$ cat src/design/hs_start_consts.svh
/*
 * Named constants for the high-speed start decoder: command codes, field
 * positions, axis limits and block sizes.
 * Assumes it is included by bare name after the package.
 */
`ifndef HS_START_CONSTS_SVH
`define HS_START_CONSTS_SVH

// =====================================================================
// Control word fields
// =====================================================================
`define MOVE_HI       15
`define MOVE_LO       8
`define AXIS_HI       7
`define AXIS_LO       0
`define CODE_IMM_ABS  8'h00
`define CODE_IMM_REL  8'h01
`define CODE_WR_ABS   8'h80
`define CODE_WR_REL   8'h81
`define AXIS_FIRST    8'h01
`define AXIS_LAST     8'h10
`define REL_BIT       0

// =====================================================================
// Destination and transfer fields
// =====================================================================
`define UNIT_BASE     12'h800
`define UNIT_HI       15
`define UNIT_LO       4
`define UNIT_NO_HI    3
`define UNIT_NO_LO    0
`define WORD_COUNT    16'h000C
`define BLOCK_WORDS   8'h0C

// =====================================================================
// Start sequencing
// =====================================================================
`define ACK_HOLD      2'h1
`define AXES          16

`endif

$ cat src/design/hs_start_pkg.sv
/*
 * Types shared by the start decoder files.
 * Assumes nothing beyond a SystemVerilog compiler.
 */
package hs_start_pkg;

    // Command as presented by the host on one cycle.
    typedef struct packed {
        logic        imm;
        logic [15:0] ctrl;
        logic [15:0] dest;
        logic [15:0] count;
        logic [15:0] src;
    } cmd_s;

    // Result flags returned to the host.
    typedef struct packed {
        logic eq;
        logic err;
    } flags_s;

    // Decoded start handed to the positioning path.
    typedef struct packed {
        logic        rel;
        logic [3:0]  axis;
        logic [15:0] block;
    } start_s;

    typedef enum logic [2:0] {
        ST_IDLE = 3'b001,
        ST_WAIT = 3'b010,
        ST_BUSY = 3'b100
    } seq_e;

endpackage

$ cat src/design/ctrl_decode.sv
/*
 * Combinational decoder of one start command into a validity flag,
 * movement type, axis index and command block address.
 * Assumes the command is stable for the cycle it is presented.
 */
`timescale 1ns/1ns
`include "hs_start_consts.svh"

module ctrl_decode (
    // Command in
    input  wire hs_start_pkg::cmd_s  cmd,
    input  wire logic [3:0]          unit_no,
    input  wire logic [15:0]         base_addr,
    // Decode out
    output logic                     ok,
    output hs_start_pkg::start_s     dec
);

    logic [7:0]  code;
    logic [7:0]  ax;
    logic        code_ok;
    logic        axis_ok;
    logic        unit_ok;
    logic        cnt_ok;
    logic [3:0]  idx;

    // Checks on the ctrl, dest and count fields of the command; src is not checked.
    always_comb begin
        code = cmd.ctrl[`MOVE_HI:`MOVE_LO];
        ax   = cmd.ctrl[`AXIS_HI:`AXIS_LO];
        if (cmd.imm) begin
            code_ok = (code == `CODE_IMM_ABS) || (code == `CODE_IMM_REL);
        end else begin
            code_ok = (code == `CODE_WR_ABS) || (code == `CODE_WR_REL);
        end
        axis_ok = (ax >= `AXIS_FIRST) && (ax <= `AXIS_LAST);
        unit_ok = (cmd.dest[`UNIT_HI:`UNIT_LO] == `UNIT_BASE)
                  && (cmd.dest[`UNIT_NO_HI:`UNIT_NO_LO] == unit_no);
        cnt_ok  = cmd.imm || (cmd.count == `WORD_COUNT);
        ok      = code_ok && axis_ok && unit_ok && cnt_ok;
        idx     = 4'(ax - `AXIS_FIRST);
        dec.rel   = code[`REL_BIT];
        dec.axis  = idx;
        dec.block = 16'(base_addr + 16'(idx) * 16'(`BLOCK_WORDS));
    end

endmodule // ctrl_decode

$ cat src/design/hs_start_decoder.sv
/*
 * High-speed point-to-point start decoder of the positioning unit.
 * Takes start commands from the host, checks them, issues one axis start
 * to the direct-operation path and returns condition flags.
 * Assumes the host holds cmd_valid for one cycle per command and that
 * bit-started commands arrive on their own ports in the same clock domain.
 */
`timescale 1ns/1ns
`include "hs_start_consts.svh"

// Function
// - Immediate path: upper byte 00 absolute, 01 relative; lower byte axis.
// - Unit-write path: upper byte 80 absolute, 81 relative; lower byte axis.
// - Axis byte 01 to 10 hex maps to axes 1 to 16.
// - Destination code 8000 to 800F must match own unit number.
// - Unit-write word count must be twelve.
// - Immediate start goes at once; unit-write waits for next control cycle.
// - Each command starts exactly one axis.
// - Only absolute or relative moves; no interrupt feeding via this path.
// - New start refused while previous is starting; host retries.
// - Acceptance result returned as condition flags with equality flag.
// - Command-bit starts are accepted in the same period concurrently.
// - High-speed start behaves like a bit start using the axis block.
// - Reversing multi-start stops by deceleration or immediately per parameter.
// - Acknowledged flag on at least one cycle from next refresh.
// - Multi-start during interrupt feeding rejected with multi-start error.
module hs_start_decoder (
    // Clock and reset
    input  wire logic                 clk_sys,
    input  wire logic                 rstn,
    // Host command
    input  wire logic                 cmd_valid,
    input  wire hs_start_pkg::cmd_s   cmd,
    output hs_start_pkg::flags_s      flags_r,
    output logic                      flags_vld_r,
    // Unit configuration and timing
    input  wire logic [3:0]           unit_no,
    input  wire logic [15:0]          base_addr,
    input  wire logic                 ctrl_tick,
    input  wire logic                 refresh_tick,
    input  wire logic                 rev_imm_stop,
    // Command-bit starts
    input  wire logic [15:0]          bit_abs,
    input  wire logic [15:0]          bit_rel,
    // Axis state
    input  wire logic [15:0]          axis_busy,
    input  wire logic [15:0]          axis_intfeed,
    input  wire logic [15:0]          axis_reverse,
    // Start outputs
    output logic [15:0]               start_abs_r,
    output logic [15:0]               start_rel_r,
    output logic [15:0]               stop_imm_r,
    output hs_start_pkg::start_s      start_r,
    output logic [15:0]               hs_ack_r,
    output logic [15:0]               mserr_r
);

    // =================================================================
    // Decode
    // =================================================================
    logic                 ok;
    hs_start_pkg::start_s dec;

    ctrl_decode u_dec (
        .cmd       (cmd),
        .unit_no   (unit_no),
        .base_addr (base_addr),
        .ok        (ok),
        .dec       (dec)
    );

    // =================================================================
    // Sequencer state
    // =================================================================
    hs_start_pkg::seq_e   st_r,   st_nxt;
    hs_start_pkg::start_s pend_r, pend_nxt;
    hs_start_pkg::start_s start_nxt;
    hs_start_pkg::flags_s flags_nxt;
    logic                 flags_vld_nxt;
    logic                 hs_go;
    logic                 ack_pend_r, ack_pend_nxt;
    logic [3:0]           ack_ax_r,   ack_ax_nxt;
    logic [1:0]           ack_cnt_r,  ack_cnt_nxt;
    logic [15:0]          hs_ack_nxt;
    logic                 rej_feed;
    logic                 take;
    logic                 feed_rej;

    // Accept, hold and launch one high-speed start at a time.
    always_comb begin
        st_nxt        = st_r;
        pend_nxt      = pend_r;
        flags_nxt     = flags_r;
        flags_vld_nxt = 1'b0;
        hs_go         = 1'b0;
        start_nxt     = start_r;
        rej_feed      = axis_intfeed[dec.axis];
        take          = 1'b0;
        feed_rej      = 1'b0;
        if (cmd_valid) begin
            flags_vld_nxt = 1'b1;
            if (st_r != hs_start_pkg::ST_IDLE) begin
                flags_nxt = '{eq: 1'b0, err: 1'b0};
            end else if (!ok) begin
                flags_nxt = '{eq: 1'b0, err: 1'b1};
            end else if (rej_feed && axis_busy[dec.axis]) begin
                flags_nxt = '{eq: 1'b0, err: 1'b1};
                feed_rej  = 1'b1;
            end else begin
                flags_nxt = '{eq: 1'b1, err: 1'b0};
                take      = 1'b1;
            end
        end
        case (st_r)
            hs_start_pkg::ST_IDLE: begin
                if (take && cmd.imm) begin
                    hs_go     = 1'b1;
                    start_nxt = dec;
                    st_nxt    = hs_start_pkg::ST_BUSY;
                end else if (take) begin
                    pend_nxt = dec;
                    st_nxt   = hs_start_pkg::ST_WAIT;
                end
            end
            hs_start_pkg::ST_WAIT: begin
                if (ctrl_tick) begin
                    hs_go     = 1'b1;
                    start_nxt = pend_r;
                    st_nxt    = hs_start_pkg::ST_BUSY;
                end
            end
            hs_start_pkg::ST_BUSY: begin
                if (!ack_pend_r && ack_cnt_r == 2'h0) begin
                    st_nxt = hs_start_pkg::ST_IDLE;
                end
            end
            default: st_nxt = hs_start_pkg::ST_IDLE;
        endcase
    end

    // Acknowledge flag: armed on launch, raised at next refresh, held.
    always_comb begin
        ack_pend_nxt = ack_pend_r;
        ack_ax_nxt   = ack_ax_r;
        ack_cnt_nxt  = ack_cnt_r;
        hs_ack_nxt   = hs_ack_r;
        if (ack_cnt_r != 2'h0) begin
            ack_cnt_nxt = ack_cnt_r - 2'h1;
        end else if (!ack_pend_r) begin
            hs_ack_nxt = '0;
        end
        if (ack_pend_r && refresh_tick) begin
            ack_pend_nxt         = 1'b0;
            hs_ack_nxt           = '0;
            hs_ack_nxt[ack_ax_r] = 1'b1;
            ack_cnt_nxt          = `ACK_HOLD;
        end
        if (hs_go) begin
            ack_pend_nxt = 1'b1;
            ack_ax_nxt   = start_nxt.axis;
        end
    end

    // =================================================================
    // Start merge with command bits, per axis
    // =================================================================
    logic [15:0] abs_nxt, rel_nxt, stop_nxt, err_nxt;

    generate
        for (genvar a = 0; a < `AXES; a++) begin : g_axis
            logic hs_here;
            logic hs_rej;
            logic want_abs, want_rel, any_req;
            always_comb begin
                hs_here  = hs_go && (start_nxt.axis == 4'(a));
                want_abs = bit_abs[a] || (hs_here && !start_nxt.rel);
                want_rel = bit_rel[a] || (hs_here && start_nxt.rel);
                any_req  = want_abs || want_rel;
                // A high-speed start refused for feeding raises the error too.
                hs_rej      = feed_rej && (dec.axis == 4'(a));
                err_nxt[a]  = (any_req && axis_busy[a] && axis_intfeed[a]) || hs_rej;
                abs_nxt[a]  = want_abs && !err_nxt[a];
                rel_nxt[a]  = want_rel && !err_nxt[a];
                stop_nxt[a] = any_req && !err_nxt[a] && axis_reverse[a] && rev_imm_stop;
            end
        end
    endgenerate

    // Registers of all state above.
    always_ff @(posedge clk_sys) begin
        if (!rstn) begin
            st_r        <= hs_start_pkg::ST_IDLE;
            pend_r      <= '0;
            start_r     <= '0;
            flags_r     <= '0;
            flags_vld_r <= 1'b0;
            ack_pend_r  <= 1'b0;
            ack_ax_r    <= '0;
            ack_cnt_r   <= '0;
            hs_ack_r    <= '0;
            start_abs_r <= '0;
            start_rel_r <= '0;
            stop_imm_r  <= '0;
            mserr_r     <= '0;
        end else begin
            st_r        <= st_nxt;
            pend_r      <= pend_nxt;
            start_r     <= start_nxt;
            flags_r     <= flags_nxt;
            flags_vld_r <= flags_vld_nxt;
            ack_pend_r  <= ack_pend_nxt;
            ack_ax_r    <= ack_ax_nxt;
            ack_cnt_r   <= ack_cnt_nxt;
            hs_ack_r    <= hs_ack_nxt;
            start_abs_r <= abs_nxt;
            start_rel_r <= rel_nxt;
            stop_imm_r  <= stop_nxt;
            mserr_r     <= err_nxt;
        end
    end

    // =================================================================
    // Checks
    // =================================================================
    busy_refuse_a: assert property (@(posedge clk_sys) disable iff (!rstn)
        cmd_valid && st_r != hs_start_pkg::ST_IDLE |=> !flags_r.eq && flags_vld_r)
        else $error("start taken while busy");
    imm_launch_a: assert property (@(posedge clk_sys) disable iff (!rstn)
        cmd_valid && cmd.imm && ok && st_r == hs_start_pkg::ST_IDLE && !(axis_busy[dec.axis]
        && axis_intfeed[dec.axis]) |=> $countones(start_abs_r | start_rel_r) >= 1)
        else $error("immediate start not launched");
    wr_wait_a: assert property (@(posedge clk_sys) disable iff (!rstn)
        st_r == hs_start_pkg::ST_WAIT && !ctrl_tick |=> st_r == hs_start_pkg::ST_WAIT)
        else $error("unit-write start left before control cycle");
    bad_reject_a: assert property (@(posedge clk_sys) disable iff (!rstn)
        cmd_valid && !ok && st_r == hs_start_pkg::ST_IDLE |=> flags_r.err && !flags_r.eq)
        else $error("bad command not rejected");
    one_axis_a: assert property (@(posedge clk_sys) disable iff (!rstn)
        bit_abs == '0 && bit_rel == '0 |=> $countones(start_abs_r | start_rel_r) <= 1)
        else $error("more than one axis started");
    feed_err_a: assert property (@(posedge clk_sys) disable iff (!rstn)
        (bit_abs[0] || bit_rel[0]) && axis_busy[0] && axis_intfeed[0] |=> mserr_r[0] && !start_abs_r[0])
        else $error("multi-start in feeding not rejected");
    ack_hold_a: assert property (@(posedge clk_sys) disable iff (!rstn)
        $rose(hs_ack_r != '0) |=> hs_ack_r != '0)
        else $error("acknowledge shorter than hold");
    bit_pass_a: assert property (@(posedge clk_sys) disable iff (!rstn)
        bit_abs[1] && !(axis_busy[1] && axis_intfeed[1]) |=> start_abs_r[1])
        else $error("bit start lost");

endmodule // hs_start_decoder

$ cat config.mk
export PLATFORM = sky130hd
export DESIGN_NAME = hs_start_decoder
export DESIGN_NICKNAME = d
export VERILOG_FILES = /design/src/design/hs_start_pkg.sv /design/src/design/ctrl_decode.sv /design/src/design/hs_start_decoder.sv
export VERILOG_INCLUDE_DIRS = /design/src /design/src/design
export SDC_FILE = /design/constraint.sdc
export NUM_CORES = 1
export LEC_CHECK = 0
export BUFFER_PORTS_ARGS = -buffer_cell sky130_fd_sc_hd__buf_4
export CELL_PAD_IN_SITES_DETAIL_PLACEMENT = 0
export CELL_PAD_IN_SITES_GLOBAL_PLACEMENT = 1
export CORE_UTILIZATION = 37
export CTS_CLUSTER_SIZE = 28
export DETAILED_ROUTE_END_ITERATION = 8
export PLACE_DENSITY = 0.81
export SLEW_MARGIN = 20
export SYNTH_ARGS = -nofsm -noshare
export SYNTH_HDL_FRONTEND = slang
export SYNTH_SLANG_ARGS = --single-unit
$ cat constraint.sdc
create_clock -name clk_sys -period 6.9 [get_ports clk_sys]
set_input_delay 0 -clock clk_sys [delete_from_list [all_inputs] [get_ports clk_sys]]
set_output_delay 0 -clock clk_sys [all_outputs]
set_load 0.01 [all_outputs]
# Yosys cells after proc, flatten, opt, wreduce, memory -nomap -nowiden

Index checks and enable logic that the tools add are counted.

Register bits: 135
Input bits: 171

Reductions and logical operators: 284
Equality and inequality tests: 46
Muxes and demuxes: 37
Multipliers: 1
Magnitude comparators: 5
Bitwise operators: 2
$add $sub $neg: 3

Operators by type and width:

| kind                   | count |
|---|---|
| $logic_and A1 B1 Y1    | 186 |
| $logic_or A1 B1 Y1     | 67 |
| $eq A4 B4 Y1 const B   | 16 |
| $mux W16               | 3 |
| $mux W21               | 2 |
| $pmux W21 S2           | 1 |
| $eq A4 B3 Y1 const B   | 8 |
| $mux W1                | 19 |
| $logic_not A1 Y1       | 18 |
| $add A16 B8 Y16        | 1 |
| $eq A16 B4 Y1 const B  | 1 |
| $eq A4 B2 Y1 const B   | 4 |
| $eq A8 B8 Y1 const B   | 2 |
| $eq A12 B12 Y1 const B | 1 |
| $mux W3                | 4 |
| $lt A4 B5 Y1 const B   | 2 |
| $pmux W3 S3            | 1 |
| $reduce_and A3 Y1      | 3 |
| $bmux W1 S4            | 2 |
| $eq A4 B1 Y1 const B   | 2 |
| $eq A8 B1 Y1 const B   | 1 |
| $ge A8 B1 Y1 const B   | 1 |
| $le A8 B5 Y1 const B   | 1 |
| $logic_not A4 Y1       | 2 |
| 21 further kinds       | 30 |

# Depth between registers and ports, before layout

Depth in word-level cells: 24
Mapped depth: 16

# Modules after synthesis

Synthesis repeated with hierarchy kept, for this count alone.

Cell total of the unflattened synthesis: 754
Area total of the unflattened synthesis: 6696.4 um2

By module, submodules not included:

| module           | area an instance (um2) | instances | sequential area each (um2) | cells an instance |
|---|---|---|---|---|
| hs_start_decoder | 5856.9                 | 1         | 2702.6                     | 648 |
| ctrl_decode      | 839.6                  | 1         | 0.0                        | 106 |

# Least setup slack after synthesis

Ideal clock, no wire load.

Path kind: input -> register
Start point: in cmd[48] (netlist name)
End point: reg start_r[10] (netlist name)
Data arrival time: 3003 ps
Slack: 3765 ps
Required time: 6768 ps
Buffers on the path: 0
Stages: 15
Cell sequence: inv_1 ha_1 xnor2_1 inv_1 fa_1 xnor2_1 ha_1 inv_1 o21bai_1 a21o_1 a21oi_1 nor2_1 xnor2_1 a2bb2oi_1 a21oi_1

RTL lines:

| item                 | line                    | RTL |
|---|---|---|
| start, declared      | hs_start_decoder.sv:33  | `input wire hs_start_pkg::cmd_s cmd,` |
| end signal, assigned | hs_start_decoder.sv:208 | `start_r <= start_nxt;` |
| end, declared        | hs_start_decoder.sv:53  | `output hs_start_pkg::start_s start_r,` |

==> qor.txt <==
Via density per instance: 5.317
I/O Buffers: 258
Reg-to-Reg End: start_abs_r[14]
Initial DRC count: 463
Post-synthesis register bit count: 135
I/O Pins: 275
CP most frequent cell: dlygate4sd3_1
VDD IR max: 0.0001641 V
Final Skew: 17.78 ps
Starting Density: 0.3837
Final hold viol count: 0
Largest net degree at the start of global routing: 59
Fin util: 0.6140
First-pass GRT wire length: 35.93 mm
CTS tree: yes
Critical Path End Type: flip-flop
Number of global-route vias before repair: 6,801
H-tree levels: 4
F_max: 185.0 MHz
Total Power: 2.230 mW
Clk slew on worst S/H paths: 60 ps
# fillers: 1,448
CP cell instances: dlygate4sd3_1 -> buf_4 -> inv_1 -> ha_1 -> xnor2_1 -> inv_1 -> o2111ai_1 -> o2111ai_4 -> and4_4 -> nand2_1 -> and3_1 -> a2111oi_2 -> or4b_4 -> dlygate4sd3_1 -> a211oi_1 -> dlygate4sd3_1
Post-synthesis average cell area: 8.762 sq um
Antenna violations before repair: 0
Die Area: 17,910 sq um
Pre-Repair DR Iteration Count: 5
Diodes inserted: 0
TritonCTS Buffers: 17
CTS Buffer Depth: 2
Status: completed
Final-stage net count: 1,279
Net Sw Frac: 0.2413
Hold Startpoint: base_addr[2]
Slowest CP cell: and3_1
Area leader, netlist: dfxtp_1
Worst Path Buf+Inv: 6
MaxCap Viol Count: 0
Asr flop ratio synth: 0
Delay of the slowest cell on the worst path: 680 ps
Synth cell types: 82
Worst-Margin Slew: 1002 ps
CTS root buffer: clkbuf_16
Startpoint class of the critical path: input pin
Crit path max-delay family: buffers and inverters
CP Data Required Time: 7270 ps
Die X: 133.8 um
Hold slack: 6.701 ps
Cell Count, Final, Fillers Out: 1,320
Internal reg-to-reg setup slack: 2280 ps
Int Pwr: 1.692 mW
Mapped Area: 6431 sq um
Number of flops mapped to enable cells by yosys: 0
WS Path Type: input pin to flip-flop
GP Congestion: 0.8436
RSZ-0062 raised after global routing: no
NetSw: 0.5382 mW
DRT antenna net count: 0
Logic gate share of total power: 0.170
Power Dens Cells: 216.7 nW/um^2
Seq pwr share: 0.364
Core area: 16,760 sq um
Grt total ovfl: 0
Worst Path Max Fanout: 18
Placed cells: 1,180
R2R Path Start: st_r[0]
Seq/Total Area, Yosys: 0.4202
Hold Crit Depth: 4
Die height: 133.8 um
Setup tns final: 0 ps
Area contributors post-synth: dfxtp_1 42%, nor2_1 5.7%, a21oi_1 5.7%, nand2_1 3.6%, ha_1 3.5%
Slew headroom: 0.3323
Post-detail-place hpwl: 16.41 mm
Reg2Reg Depth: 11
Row count: 47
Synth top area share: 0.4202
Hold EP: pend_r[2]
Count of final max-slew check failures: 0
Clock insertion delay at the later pin of the skew report: 430 ps
Part of the cycle the worst path needs: 0.7836
Clk pwr share: 0.466
Area grow syn2layout: 60.02%
Gate Count Post-Synth: 734
Post-CTS Setup Bufs: 0
Yosys warnings: 0
Critical path arrival: 5780 ps
DR WL/cell: 17.68 um
Share of cells above drive strength 1: 0.2927
Net Count, Synth: 925
Via count: 7,018
Worst hold-check path type: input pin to flip-flop
Gr usage total: 0.2604
P_leak: 4.472 nW
Final setup fails: 0
Drt drc: 0
Routed WL: 23.33 mm
Sink Count: 135
Fin crit period: 5407 ps
Ys flop type: dfxtp_1
==> Yosys cell counts, drive strengths merged (4+ instances only) <==
cell,n
dfxtp,135
and4,4
and3,14
a311oi,4
clkbuf,27
o21ai,13
buf,9
nor3b,9
and2,22
a21oi,74
a211oi,17
a21o,4
nor4,7
nor2,99
nand3,20
nand4,14
xor2,9
mux2i,18
nor3,32
a32oi,4
inv,15
a22oi,26
ha,18
nand2,62
xnor2,12
==> layout make-up <==
type	count	area (sq um)	area share
Clock inverter	10	215.2	0.02091
Inverter	16	62.56	0.006079
Tap cell	220	275.3	0.02675
Sequential cell	135	2703	0.2626
Multi-Input combinational cell	547	3517	0.3418
Clock buffer	21	460.4	0.04474
Timing Repair Buffer	371	3058	0.2971
==> stage by stage <==
stage | setup slack (ps) | instance area [sq um]
detailed placement | 2572 | 8524
global placement | 2633 | 8521
finish | 1493 | 10290
global route | 1082 | 10290
floorplan | 3765 | 6431
CTS | 1528 | 10290
==> cell families after synthesis <==
logic type	after synthesis	synth area share
and+or+nand+nor	304	0.2403
muxes	21	0.03794
DFF	135	0.4202
xor gates and xnor gates	21	0.02860
AOI/OAI and AO/OA	181	0.1975
adders and majority gates	20	0.04125
buffers and inverters	52	0.03424
==> flip-flops by register name, summed over array words and instances (netlist names) <==
name,cells
pend_r,21
start_r,21
hs_ack_r,16
mserr_r,16
start_abs_r,16
start_rel_r,16
stop_imm_r,16
ack_ax_r,4
st_r,3
ack_cnt_r,2
flags_r,2
ack_pend_r,1
flags_vld_r,1
==> cell usage in the layout, fill, tap and decap left out, types with 4 or more instances in the layout <==
cell,instances
a211oi_1,15
a22oi_1,25
o21ai_0,10
inv_1,14
dfxtp_1,135
xnor2_1,12
nor4_1,5
nand3_1,20
a32oi_1,4
nor2_1,98
nor3b_1,9
and3_1,14
xor2_1,9
bufinv_16,6
and2_1,21
ha_1,18
nand4_1,13
nand2_1,62
mux2i_1,17
nor3_1,31
buf_4,262
a21o_1,4
dlygate4sd3_1,109
clkbuf_16,17
a21oi_1,72
==> metal layers <==
metal	share of wire	GRT usage	vias up
met5	0	0	-
met4	0.027	0.09470	0
met3	0.069	0.05896	44
met2	0.48	0.4473	303
met1	0.42	0.3169	3312
li1	-	-	3359
==> worst max path at each step <==
stage	from	endpoint	cells past startpoint
2_1_floorplan	cmd[48]	start_r[10]	15
3_3_place_gp	cmd[48]	start_abs_r[0]	13
3_5_place_dp	cmd[48]	start_abs_r[0]	13
4_1_cts	cmd[48]	start_abs_r[14]	16
5_1_grt	cmd[48]	start_abs_r[14]	16
6_report	cmd[48]	start_abs_r[14]	16
==> repair_timing <==
| item | 4_1_cts | 5_1_grt |
|---|---|---|
| hold buffers | 109 | 0 |
| endpoints found under the hold margin | 93 | 0 |
| resized for setup | 0 | 0 |
==> worst reg2reg max path, stage by stage (launching register included) <==
cell,delay [ps]
dfxtp_1,430
nor3b_1,590
nand3_1,150
inv_1,180
nand4_4,270
nand3_1,200
and3_1,690
a2111oi_2,150
or4b_4,510
dlygate4sd3_1,600
a211oi_1,230
dlygate4sd3_1,570
==> power groups by stage <==
stage          registers, mW  clock network (mW)  logic (mW)
2_1_floorplan          0.836                   0       0.167
3_3_place_gp           0.827                   0       0.325
3_5_place_dp           0.828                   0       0.330
4_1_cts                0.811                1.05       0.378
5_1_grt                0.812                1.09       0.411
6_report               0.811                1.04       0.380
No activity file was read; power rests on OpenSTA's default activity.
